===== src/rtl/ebtc_pkg.sv =====
package ebtc_pkg;

    // ********************************************************
    // Bus layout
    // ********************************************************
    localparam int WB_AW = 10;
    localparam int WB_DW = 32;
    localparam int IDX_W = 8;
    localparam int IDX_LSB = 2;

    typedef struct packed {
        logic cyc;
        logic stb;
        logic we;
        logic [WB_AW-1:0] adr;
        logic [3:0] sel;
        logic [WB_DW-1:0] dat;
    } ebtc_wb_req_s;

    // ********************************************************
    // Register indexes (byte address is four times the index)
    // ********************************************************
    localparam logic [IDX_W-1:0] IDX_COUNT = 8'h01;
    localparam logic [IDX_W-1:0] IDX_IRQ_CONTROL = 8'h0b;
    localparam logic [IDX_W-1:0] IDX_OPTION_CONFIG = 8'h81;
    localparam logic [IDX_W-1:0] IDX_PIN_CONFIG = 8'h20;

    // ********************************************************
    // Reset values
    // ********************************************************
    localparam logic [7:0] RST_COUNT = 8'h00;
    localparam logic [7:0] RST_IRQ_CONTROL = 8'h00;
    localparam logic [7:0] RST_OPTION_CONFIG = 8'hff;
    localparam logic [7:0] RST_PIN_CONFIG = 8'h00;
    localparam logic [7:0] COUNT_MAX = 8'hff;

    // ********************************************************
    // Field positions
    // ********************************************************
    localparam int IRQ_GLOBAL_EN_BIT = 7;
    localparam int IRQ_OVF_EN_BIT = 5;
    localparam int IRQ_OVF_FLAG_BIT = 2;
    localparam int OPT_CLK_SRC_BIT = 5;
    localparam int OPT_EDGE_SEL_BIT = 4;
    localparam int OPT_PRESC_ASSIGN_BIT = 3;
    localparam int OPT_RATE_MSB = 2;
    localparam int PIN_DIGITAL_BIT = 0;

    // ********************************************************
    // Timing
    // ********************************************************
    localparam int PHASES_PER_INSN = 4;
    localparam int INHIBIT_INSNS = 2;
    localparam logic [1:0] PH_Q2 = 2'h1;
    localparam logic [1:0] PH_Q4 = 2'h3;

endpackage : ebtc_pkg


===== src/rtl/ebtc_timer.sv =====
// The implementer's own choice: the Wishbone interface to the registers.
`timescale 1ns/1ps
module ebtc_timer (
    // Clock and reset
    input wire logic mclk,
    input wire logic rst_b,
    // Register bus
    input ebtc_pkg::ebtc_wb_req_s wb_req,
    output logic [ebtc_pkg::WB_DW-1:0] wb_dat_o,
    output logic wb_ack_o,
    // Pin and core status
    input wire logic pin_two,
    input wire logic sleep_mode,
    // Interrupt towards the core
    output logic overflow_irq
);
    import ebtc_pkg::*;

    // ********************************************************
    // Functions
    // ********************************************************
    function automatic logic reg_hit(input logic [WB_AW-1:0] adr,
                                     input logic [IDX_W-1:0] idx);
        reg_hit = (adr[IDX_LSB+IDX_W-1:IDX_LSB] == idx);
    endfunction : reg_hit

    // ********************************************************
    // Bus slave
    // ********************************************************
    logic ack_ff;
    logic [WB_DW-1:0] rdat_ff;
    logic bus_req;
    logic bus_wr;
    logic lane0;
    logic cnt_wr;
    logic irq_wr;
    logic opt_wr;
    logic pin_wr;
    logic [7:0] wbyte;

    assign bus_req = wb_req.cyc & wb_req.stb;
    // Writes land on the edge where the master sees ack
    assign bus_wr = bus_req & wb_req.we & ack_ff;
    assign lane0 = wb_req.sel[0];
    assign wbyte = wb_req.dat[7:0];
    assign cnt_wr = bus_wr & lane0 & reg_hit(wb_req.adr, IDX_COUNT);
    assign irq_wr = bus_wr & lane0 & reg_hit(wb_req.adr, IDX_IRQ_CONTROL);
    assign opt_wr = bus_wr & lane0 & reg_hit(wb_req.adr, IDX_OPTION_CONFIG);
    assign pin_wr = bus_wr & lane0 & reg_hit(wb_req.adr, IDX_PIN_CONFIG);
    assign wb_ack_o = ack_ff;
    assign wb_dat_o = rdat_ff;

    always_ff @(posedge mclk) begin
        if (!rst_b) begin
            ack_ff <= 1'b0;
        end else begin
            ack_ff <= bus_req & ~ack_ff;
        end
    end

    // ********************************************************
    // Configuration registers
    // ********************************************************
    logic [7:0] opt_ff;
    logic [7:0] pin_cfg_ff;
    logic [7:0] irq_ctl_ff;
    logic [7:0] count_ff;

    always_ff @(posedge mclk) begin
        if (!rst_b) begin
            opt_ff <= RST_OPTION_CONFIG;
        end else if (opt_wr) begin
            opt_ff <= wbyte;
        end
    end

    always_ff @(posedge mclk) begin
        if (!rst_b) begin
            pin_cfg_ff <= RST_PIN_CONFIG;
        end else if (pin_wr) begin
            pin_cfg_ff <= wbyte;
        end
    end

    logic clk_src;
    logic edge_sel;
    logic presc_assign;
    logic [OPT_RATE_MSB:0] rate;
    assign clk_src = opt_ff[OPT_CLK_SRC_BIT];
    assign edge_sel = opt_ff[OPT_EDGE_SEL_BIT];
    assign presc_assign = opt_ff[OPT_PRESC_ASSIGN_BIT];
    assign rate = opt_ff[OPT_RATE_MSB:0];

    // Unmapped indexes answer with zero
    always_ff @(posedge mclk) begin
        if (!rst_b) begin
            rdat_ff <= '0;
        end else if (bus_req & ~ack_ff) begin
            rdat_ff <= '0;
            if (reg_hit(wb_req.adr, IDX_COUNT)) begin
                rdat_ff[7:0] <= count_ff;
            end else if (reg_hit(wb_req.adr, IDX_IRQ_CONTROL)) begin
                rdat_ff[7:0] <= irq_ctl_ff;
            end else if (reg_hit(wb_req.adr, IDX_OPTION_CONFIG)) begin
                rdat_ff[7:0] <= opt_ff;
            end else if (reg_hit(wb_req.adr, IDX_PIN_CONFIG)) begin
                rdat_ff[7:0] <= pin_cfg_ff;
            end
        end
    end

    // ********************************************************
    // Phase clocks and pin input
    // ********************************************************
    logic [1:0] phase_ff;
    logic pin_s1_ff;
    logic pin_s2_ff;
    logic pin_lvl;

    always_ff @(posedge mclk) begin
        if (!rst_b) begin
            phase_ff <= 2'h0;
        end else begin
            phase_ff <= phase_ff + 2'h1;
        end
    end

    always_ff @(posedge mclk) begin
        if (!rst_b) begin
            pin_s1_ff <= 1'b0;
            pin_s2_ff <= 1'b0;
        end else begin
            pin_s1_ff <= pin_two;
            pin_s2_ff <= pin_s1_ff;
        end
    end

    // An analog-configured pin reads low
    assign pin_lvl = pin_s2_ff & pin_cfg_ff[PIN_DIGITAL_BIT];

    // ********************************************************
    // Prescaler and synchroniser
    // ********************************************************
    logic src;
    logic src_d_ff;
    logic [7:0] presc_ff;
    logic presc_out;
    logic samp_ff;
    logic tick_ff;
    logic sample_now;

    // Timer source is high during phases three and four
    assign src = clk_src ? (pin_lvl ^ edge_sel) : phase_ff[1];

    always_ff @(posedge mclk) begin
        if (!rst_b) begin
            src_d_ff <= 1'b1;
        end else begin
            src_d_ff <= src;
        end
    end

    // Not visible to software; only a count write clears it, and only while it is assigned to the timer
    always_ff @(posedge mclk) begin
        if (!rst_b) begin
            presc_ff <= 8'h00;
        end else if (cnt_wr & ~presc_assign) begin
            presc_ff <= 8'h00;
        end else if (~presc_assign & src & ~src_d_ff) begin
            presc_ff <= presc_ff + 8'h01;
        end
    end

    // Bit n toggles every 2**n edges, giving 1:2**(n+1)
    assign presc_out = presc_assign ? src : presc_ff[rate];

    assign sample_now = (phase_ff == PH_Q2) || (phase_ff == PH_Q4);

    // Reset options hold the source high; start high to avoid a false tick
    always_ff @(posedge mclk) begin
        if (!rst_b) begin
            samp_ff <= 1'b1;
            tick_ff <= 1'b0;
        end else begin
            tick_ff <= sample_now & presc_out & ~samp_ff;
            if (sample_now) begin
                samp_ff <= presc_out;
            end
        end
    end

    // ********************************************************
    // Count register
    // ********************************************************
    logic [1:0] inhibit_ff;
    logic advance;

    always_ff @(posedge mclk) begin
        if (!rst_b) begin
            inhibit_ff <= 2'h0;
        end else if (cnt_wr) begin
            inhibit_ff <= 2'(INHIBIT_INSNS);
        end else if (phase_ff == PH_Q4 && inhibit_ff != 2'h0) begin
            inhibit_ff <= inhibit_ff - 2'h1;
        end
    end

    // Sleep freezes the count, so no overflow can wake the core
    assign advance = tick_ff & (inhibit_ff == 2'h0) & ~sleep_mode;

    always_ff @(posedge mclk) begin
        if (!rst_b) begin
            count_ff <= RST_COUNT;
        end else if (cnt_wr) begin
            count_ff <= wbyte;
        end else if (advance) begin
            count_ff <= count_ff + 8'h01;
        end
    end

    // ********************************************************
    // Interrupt control
    // ********************************************************
    logic ovf_set;
    assign ovf_set = advance & (count_ff == COUNT_MAX);

    // A wrap in the same cycle as a clearing write keeps the flag
    always_ff @(posedge mclk) begin
        if (!rst_b) begin
            irq_ctl_ff <= RST_IRQ_CONTROL;
        end else if (irq_wr) begin
            irq_ctl_ff <= wbyte;
            irq_ctl_ff[IRQ_OVF_FLAG_BIT] <=
                wbyte[IRQ_OVF_FLAG_BIT] | ovf_set;
        end else if (ovf_set) begin
            irq_ctl_ff[IRQ_OVF_FLAG_BIT] <= 1'b1;
        end
    end

    logic irq_ff;
    always_ff @(posedge mclk) begin
        if (!rst_b) begin
            irq_ff <= 1'b0;
        end else begin
            irq_ff <= irq_ctl_ff[IRQ_GLOBAL_EN_BIT]
                & irq_ctl_ff[IRQ_OVF_EN_BIT]
                & irq_ctl_ff[IRQ_OVF_FLAG_BIT];
        end
    end
    assign overflow_irq = irq_ff;
endmodule : ebtc_timer


===== config.mk =====
export PLATFORM = sky130hd
export DESIGN_NAME = ebtc_timer
export DESIGN_NICKNAME = d
export VERILOG_FILES = /design/src/rtl/ebtc_pkg.sv /design/src/rtl/ebtc_timer.sv
export SDC_FILE = /design/constraint.sdc
export NUM_CORES = 1
export LEC_CHECK = 0
export ABC_AREA = 1
export BUFFER_PORTS_ARGS = -buffer_cell sky130_fd_sc_hd__buf_2
export CAP_MARGIN = 20
export CORE_MARGIN = 5
export CORE_UTILIZATION = 53
export CTS_CLUSTER_DIAMETER = 30
export DETAILED_ROUTE_END_ITERATION = 12
export PLACE_DENSITY = 0.82
export SLEW_MARGIN = 0
export SYNTH_ARGS = -nofsm -noshare
export SYNTH_HDL_FRONTEND = slang
export SYNTH_SLANG_ARGS = --single-unit

===== constraint.sdc =====
create_clock -name mclk -period 1.5 [get_ports mclk]
set_input_delay 0.075 -clock mclk [delete_from_list [all_inputs] [get_ports mclk]]
set_output_delay 0.075 -clock mclk [all_outputs]
set_load 0.01 [all_outputs]

After elaboration in Yosys (flattened, before gate mapping)
Index checks and enable logic that the tools add are counted.
- output and inout port bits: 34
- register bits after elaboration: 59
- $lt $le $gt $ge: 1
- equality and inequality tests: 7
- $add $sub $neg: 4
- bitwise logic cells: 28
- reductions and logical operators: 9
- multiplexer cells: 14
- operator list (cell ; number):
    8-bit 2-to-1 mux ; 6
    1-bit bitwise AND ; 20
    8-bit by 1-bit adder with 8-bit output (second input constant) ; 2
    8-bit == test (second input constant) ; 2
    8-bit by 1-bit == test with 1-bit output (second input constant) ; 1
    8-bit by 4-bit == test with 1-bit output (second input constant) ; 1
    8-bit by 6-bit == test with 1-bit output (second input constant) ; 1
    2-bit nonzero test ; 4
    1-bit inverter ; 6
    1-bit 2-to-1 mux ; 5
    3-bit by 4-bit less-than comparator with 1-bit output (second input constant) ; 1
    2-bit 2-to-1 mux ; 2
    2-bit OR reduction ; 2
    1-bit binary-select mux with 3-bit select ; 1
    2-bit by 1-bit adder with 2-bit output (second input constant) ; 1
    2-bit by 1-bit == test with 1-bit output (second input constant) ; 1
    2-bit == test (second input constant) ; 1
    2-bit zero test ; 1
    2-bit by 1-bit subtractor with 2-bit output (second input constant) ; 1
    1-bit logical AND ; 1
    1-bit logical OR ; 1
    1-bit bitwise OR ; 1
    1-bit bitwise XOR ; 1

Longest topological paths before layout
Gate-level depths: netlist of run 1.
- depth in word-level cells: 7
- gate-level depth with buffers: 9
- gate-level depth less buffers: 9

Worst setup path before layout of run 1
Ideal clock, no wire load.
- path type: register to register
- start: reg ack_ff, in the netlist wb_ack_o
- end: reg pin_cfg_ff[0]
- cell stages (with the launch flop): 8
- path slack: 0.216 ns
- required time: 1.381 ns
- clock period less this slack: 1.284 ns
- data arrival time: 1.164 ns
- path buffers: 0
- library setup time: 0.119 ns
- cells stage by stage: dfxtp_1 nand3_1 nor2_4 inv_2 nor2_4 inv_1 o21ai_0 a21oi_1
- word-level cells in the longest chain between the ends: 3
- ends and longest elaborated chain (element ; RTL line ; source):
    start, declared ; ebtc_timer.sv:30 ; logic ack_ff;
    start signal, assigned ; ebtc_timer.sv:57 ; ack_ff <= bus_req & ~ack_ff;
    1-bit bitwise AND ; ebtc_timer.sv:43 ; assign bus_wr = bus_req & wb_req.we & ack_ff;
    1-bit bitwise AND (2 in series) ; ebtc_timer.sv:49 ; assign pin_wr = bus_wr & lane0 & reg_hit(wb_req.adr, IDX_PIN_CONFIG);
    end signal, assigned ; ebtc_timer.sv:81 ; pin_cfg_ff <= wbyte;
    end, declared ; ebtc_timer.sv:65 ; logic [7:0] pin_cfg_ff;
Every way passes these cells.
A chain may end at the register's enable or synchronous reset.

Worst setup path after layout of run 1
- start: reg ack_ff, in the netlist wb_ack_o
- end: reg count_ff[6]
- word-level cells in the longest chain between the ends: 4
- elaborated cells between the ends (all ways): 5
- ends and longest elaborated chain (element ; RTL line ; source):
    1-bit bitwise AND * ; ebtc_timer.sv:43 ;
    1-bit bitwise AND * (2 in series) ; ebtc_timer.sv:46 ; assign cnt_wr = bus_wr & lane0 & reg_hit(wb_req.adr, IDX_COUNT);
    8-bit 2-to-1 mux or 2-bit nonzero test (tied branches) ; - ;
    end signal, assigned ; ebtc_timer.sv:215 ; count_ff <= wbyte;
    end signal, assigned ; ebtc_timer.sv:217 ; count_ff <= count_ff + 8'h01;
    end, declared ; ebtc_timer.sv:67 ; logic [7:0] count_ff;
Mark *: on every way between the ends. The rest lies on a longest branch, timed or not.

==> summary.md, run 1 <==
| Metric | Value |
|---|---|
| Synth cell types | `35` |
| Vias per cell | `5.272` |
| Seq/Total Area, Yosys | `0.3717` |
| Peak supply drop | `0.0006399 V` |
| HP Start | `wb_req[5]` |
| P_leak | `0.001665 uW` |
| Clock-pin slew on the worst setup and hold paths | `0.06 ns` |
| Num CTS Buffers | `9` |
| Worst skew pair latency | `0.34 ns` |
| First drt pass iteration count | `7` |
| Min Tclk post-route | `1.395 ns` |
| Global-route wire length before repair | `12160 um` |
| Commonest non-fill, non-tap cell in the layout | `nand2_1` |
| Compound-Gate Fraction of Synth Area | `0.1657` |
| Core ar. | `0.005886 sq mm` |
| Drt total wl | `7602 um` |
| Crit share post-route | `0.9303` |
| Row count | `28` |
| Residual DRC count | `0` |
| Die height | `87.44 um` |
| Max Slew Vio Count | `0` |
| Setup crit start | `wb_ack_o` |
| Number of warnings issued by yosys | `0` |
| Initial Util | `0.5400` |
| Mean post-synth cell area | `7.425 sq um` |
| Min Hold Slack | `0.02246 ns` |
| Total Die Area | `0.007645 sq mm` |
| Pwr/cell area | `848.7 mW/mm^2` |
| CTS root buf | `clkbuf_8` |
| Worst R2R End | `count_ff[6]` |
| DR WL/cell | `13.62 um` |
| Crit path max fanout | `8` |
| Total global routing overflow | `0` |
| Post-synthesis mux area share | `0` |
| Total GRT Usage | `0.2049` |
| Max-cap violations | `0` |
| Area share of and/or/nand/nor cells after synthesis | `0.2795` |
| GPL Wtd Cong | `0.9149` |
| Fin nets | `537` |
| Ant diodes | `0` |
| Hold depth | `3` |
| Final Hold Vio Count | `0` |
| Data arrival time of the worst path | `1.66 ns` |
| Worst setup SP type | `flip-flop` |
| HPWL after detailed placement | `5543 um` |
| Largest net degree at the start of global routing | `22` |
| DRC marker count from the first detailed-route iteration | `201` |
| Most frequent cells in the layout | `nand2_1 (70), dfxtp_1 (59), a21oi_1 (52), nand3_1 (40)` |
| Mapped Cells | `428` |
| Number of global-route vias before repair | `2665` |
| Outcome | `complete, no violations` |
| Routed via count | `2942` |
| Clock sink count | `59` |
| Final Setup Violations | `0` |
| Post-synthesis xor/xnor area fraction | `0.02756` |
| Number of synthesized register bits | `59` |
| I/O Buffers | `33` |
| Worst-case clock buffer depth | `2` |
| Adder-Cell Fraction of Synth Area | `0.01969` |
| CP endpoint kind | `flip-flop` |
| Reg2reg path depth | `7` |
| Required time worst endpoint | `1.76 ns` |
| Clk_skew | `0.007907 ns` |
| R2R setup slack | `0.10 ns` |
| Initial antenna violation count | `0` |
| Mapped cell area | `0.003178 sq mm` |
| Crit Path Class | `flip-flop to flip-flop` |
| RSZ-0062 raised after global routing | `yes` |
| CTS tree | `yes` |
| # IOs | `87` |
| Die width | `87.44 um` |
| Area grow syn2layout | `12.83%` |
| CTS H-tree depth | `3` |
| Largest family of logic cells by synthesized area | `simple AND/OR/NAND/NOR gates` |
| Share of layout cells above drive strength 1 | `0.2070` |
| HP Class | `input port to flip-flop` |
| F_max | `716.6 MHz` |
| FF-to-FF Start | `wb_ack_o` |
| DRT antenna net count | `0` |
| Total Power | `3043 uW` |
| Worst Hold End | `opt_ff[5]` |
## per-layer routing
| layer | up-vias | track usage | wire [um] |
|---|---|---|---|
| li1 | 1462 | - | - |
| met1 | 1359 | 0.2517 | 3149 |
| met2 | 104 | 0.3308 | 3764 |
| met3 | 17 | 0.05487 | 529 |
| met4 | 0 | 0.09763 | 159 |
| met5 | - | 0 | 0 |
## report_power, final
part	internal [uW]	switching (uW)	total (uW)
clock	627	595	1220
sequential	1580	8.78	1590
combinational	75.1	157	232
total	2280	761	3040
## worst max-delay path, stage by stage (launching register included)
cell     delay [ns]
dfxtp_1        0.35
nand3_1        0.12
nor2_4         0.18
nand2_2        0.18
buf_4          0.20
nand2_1        0.08
nor2_1         0.05
nor3_1         0.16
## per-stage QoR
step	std cells	utilization	cell area, sq um	setup WS [ns]	setup TNS [ns]
after global placement	536	0.5689	3348	0.1232	0
after global routing	558	0.6093	3586	-0.04048	-0.06861
after CTS	556	0.6046	3558	0.06731	0
after detailed placement	536	0.5689	3348	0.08062	0
final	558	0.6093	3586	0.1045	0
after floorplan	451	-	3264	0.2161	0
## cell type report
class                      instances  area (sq um)
clock buffer                      12         145.1
clock inverter                     3         15.01
fill                             531          2300
inverter                          43         162.7
multi-input combinational        314          1668
sequential                        59          1181
tap                               75         93.84
timing repair buffer              52         320.3
## what timing repair did
| action | 4_1_cts | 5_1_grt |
|---|---|---|
| gates resized for setup | 0 | 5 |
| endpoints found under the setup margin | 0 | 13 |
| setup buffers | 0 | 2 |
| hold buffers | 5 | 0 |
| endpoints found under the hold margin | 5 | 0 |
## Yosys cell counts (all sizes together)
library cell   n  area share
xnor2          3      0.0083
o22ai          1      0.0020
buf           31       0.079
a31oi          2      0.0039
nand3         43       0.075
clkinv         1      0.0016
ha             5       0.020
o21ai         44       0.073
conb           1      0.0012
a21oi         53       0.085
dfxtp         59        0.37
nor3           3      0.0047
xor2           7       0.019
clkbuf         4      0.0047
nor2          43       0.083
inv           42       0.050
or2            2      0.0039
nand4          5      0.0098
o21bai         1      0.0024
nand2         78        0.10
## registers in the layout (all words and copies together), names as in the netlist, 2 cells and up
register,count
count_ff,8
irq_ctl_ff,8
opt_ff,8
pin_cfg_ff,8
presc_ff,8
wb_dat_o,8
inhibit_ff,2
phase_ff,2
## cells by family (layout without fill, tap and decap cells)
group | after synthesis | in the layout
xor gates and xnor gates | 10 | 10
DFF | 59 | 59
other | 1 | 24
buffers and inverters | 78 | 110
and+or+nand+nor | 174 | 174
adders and majority gates | 5 | 5
AOI/OAI and AO/OA | 101 | 101
## worst max-delay path by stage
stage                               end  slack [ns]  cells after the start
after floorplan           pin_cfg_ff[0]        0.22                      7
after global placement      presc_ff[0]        0.12                      5
after detailed placement    presc_ff[0]        0.08                      5
after CTS                   count_ff[3]        0.07                      9
after global routing        count_ff[0]       -0.04                      7
final                       count_ff[6]        0.10                      7
Note: power is estimated with default switching activity, not from simulation.
==> inputs of run 2 (changes only) <==
--- a/config.mk
+++ b/config.mk
@@ -8,11 +8,11 @@
 export ABC_AREA = 1
 export BUFFER_PORTS_ARGS = -buffer_cell sky130_fd_sc_hd__buf_2
 export CAP_MARGIN = 20
-export CORE_MARGIN = 5
-export CORE_UTILIZATION = 53
+export CORE_MARGIN = 1
+export CORE_UTILIZATION = 34
 export CTS_CLUSTER_DIAMETER = 30
 export DETAILED_ROUTE_END_ITERATION = 12
-export PLACE_DENSITY = 0.82
+export PLACE_DENSITY = 0.57
 export SLEW_MARGIN = 0
 export SYNTH_ARGS = -nofsm -noshare
 export SYNTH_HDL_FRONTEND = slang
==> summary.md, run 2 (synthesis gave the netlist of run 1 again) <==
| Metric | Value |
|---|---|
| Outcome | `complete, no violations (unchanged)` |
| Crit Path Class | `flip-flop to flip-flop (unchanged)` |
| Crit share post-route | `0.9203 (was 0.9303)` |
| Commonest non-fill, non-tap cell in the layout | `nand2_1 (unchanged)` |
| Filler instances | `954 (was 531)` |
| FF-to-FF Start | `count_ff[0] (was wb_ack_o)` |
| First drt pass iteration count | `4 (was 7)` |
| Setup crit start | `count_ff[0] (was wb_ack_o)` |
| Clock-pin slew on the worst setup and hold paths | `0.07 ns (was 0.06 ns)` |
| Most frequent CP cell | `nor2_1` |
| Fin nets | `540 (was 537)` |
| Total Power | `3162 uW (was 3043 uW)` |
| Area grow syn2layout | `15.24% (was 12.83%)` |
| Global-route wire length before repair | `12700 um (was 12160 um)` |
| GPL Wtd Cong | `0.8459 (was 0.9149)` |
| Die width | `98.68 um (was 87.44 um)` |
| Residual DRC count | `0 (unchanged)` |
| Row count | `34 (was 28)` |
| CP cell instances | `ha_1 > nand3_1 > nor2_1 > xor2_1 > nor2_1 > nor3_1 (was nand3_1 > nor2_4 > nand2_2 > buf_4 > nand2_1 > nor2_1 > nor3_1)` |
| Buf/Inv on CP | `0 (was 1)` |
| Most frequent cells in the layout | `nand2_1 (70), dfxtp_1 (59), a21oi_1 (52), nand3_1 (40), inv_1 (34) (was nand2_1 (70), dfxtp_1 (59), a21oi_1 (52), nand3_1 (40))` |
| DR WL/cell | `12.93 um (was 13.62 um)` |
| Worst setup SP type | `flip-flop (unchanged)` |
| P_leak | `0.001687 uW (was 0.001665 uW)` |
| CTS H-tree depth | `3 (unchanged)` |
| Num CTS Buffers | `9 (unchanged)` |
| Final Hold Vio Count | `0 (unchanged)` |
| CTS tree | `yes (unchanged)` |
| Die height | `98.68 um (was 87.44 um)` |
| Setup TNS | `0 ns (unchanged)` |
| Multi-input logic area | `0.001660 sq mm (was 0.001668 sq mm)` |
| I/O Buffers | `33 (unchanged)` |
| Max Slew Vio Count | `0 (unchanged)` |
| Crit path largest cell delay | `0.39 ns (was 0.35 ns)` |
| Crit path max fanout | `4 (was 8)` |
| Total GRT Usage | `0.1690 (was 0.2049)` |
| Peak supply drop | `0.0004040 V (was 0.0006399 V)` |
| FF/Latch Area | `0.001181 sq mm (unchanged)` |
| Pwr/cell area | `863.5 mW/mm^2 (was 848.7 mW/mm^2)` |
| Worst Hold End | `opt_ff[3] (was opt_ff[5])` |
| Core ar. | `0.008891 sq mm (was 0.005886 sq mm)` |
| Vias per cell | `4.711 (was 5.272)` |
| Initial Util | `0.3574 (was 0.5400)` |
| Routed via count | `2803 (was 2942)` |
| CP max-delay cell | `dfxtp_1 (unchanged)` |
| Largest net degree at the start of global routing | `22 (unchanged)` |
| Max-cap violations | `0 (unchanged)` |
| R2R setup slack | `0.12 ns (was 0.10 ns)` |
| Clock sink count | `59 (unchanged)` |
| Share of layout cells above drive strength 1 | `0.2156 (was 0.2070)` |
| DRT antenna net count | `0 (unchanged)` |
| Hold depth | `3 (unchanged)` |
| Initial antenna violation count | `0 (unchanged)` |
| HP Class | `input port to flip-flop (unchanged)` |
| Drt total wl | `7691 um (was 7602 um)` |
| DRC marker count from the first detailed-route iteration | `134 (was 201)` |
| # IOs | `87 (unchanged)` |
| CP endpoint kind | `flip-flop (unchanged)` |
| HPWL after detailed placement | `5731 um (was 5543 um)` |
| Total Die Area | `0.009738 sq mm (was 0.007645 sq mm)` |
| Data arrival time of the worst path | `1.64 ns (was 1.66 ns)` |
| HP Start | `wb_req[3] (was wb_req[5])` |
| Worst-case clock buffer depth | `2 (unchanged)` |
| Total global routing overflow | `0 (unchanged)` |
| Required time worst endpoint | `1.76 ns (about the same)` |
| F_max | `724.4 MHz (was 716.6 MHz)` |
| Clk_skew | `0.007859 ns (was 0.007907 ns)` |
| Worst R2R End | `count_ff[6] (unchanged)` |
| RSZ-0062 raised after global routing | `no (was yes)` |
| CTS root buf | `clkbuf_8 (unchanged)` |
| Min Tclk post-route | `1.380 ns (was 1.395 ns)` |
| Worst skew pair latency | `0.34 ns (about the same)` |
| Final Setup Violations | `0 (unchanged)` |
| Worst path top cell family by delay | `simple AND/OR/NAND/NOR gates (unchanged)` |
| Number of global-route vias before repair | `2589 (was 2665)` |
| Ant diodes | `0 (unchanged)` |
| Reg2reg path depth | `6 (was 7)` |
## run 2: per-stage QoR
| step | instances | setup slack, ns | instance area, sq um | hold slack (ns) | utilization |
|---|---|---|---|---|---|
| after floorplan | 451 | 0.2161 | 3264 | 0.1726 | - |
| final | 595 | 0.1195 | 3662 | 0.009166 | 0.4119 |
| after CTS | 591 | 0.08013 | 3625 | 0.001228 | 0.4077 |
| after detailed placement | 571 | 0.1076 | 3405 | 0.2637 | 0.3829 |
| after global routing | 595 | 0.01014 | 3662 | 0.008976 | 0.4119 |
| after global placement | 571 | 0.1205 | 3405 | 0.2582 | 0.3829 |
## run 2: worst min-delay path, stage by stage
cell     delay, ns
buf_2         0.11
a21oi_1       0.06
o21ai_1       0.06
## run 2: worst max path at each step
stage                          endpoint  cells after the start
after global placement      count_ff[3]                      9
after global routing        count_ff[3]                      9
after detailed placement    count_ff[3]                      9
after floorplan           pin_cfg_ff[0]                      7
final                       count_ff[6]                      6
after CTS                   count_ff[3]                      9
## run 2: metal layers
layer	track usage	wire length [um]	share of wire
met1	0.2253	3832	0.50
met2	0.2698	3507	0.46
met3	0.04610	284	0.037
met4	0.04478	68	0.0088
met5	0	0	0
## run 2: layout make-up
cell class	count	share of cell area
clock buffer	12	0.04236
clock inverter	4	0.006833
inverter	43	0.04510
multi-input combinational	314	0.4534
sequential	59	0.3225
tap	108	0.03690
timing repair buffer	55	0.09293
## run 2: what timing repair did
item / in CTS / in global routing
setup buffers: 0 / 4
resized for setup: 0 / 4
hold endpoints to repair: 4 / 0
hold buffers: 4 / 0
setup endpoints to repair: 0 / 5
## run 2: power by group
group	switching [uW]	internal, uW
clock network	658	684
registers	8.07	1580
logic	155	77.6
total	821	2340
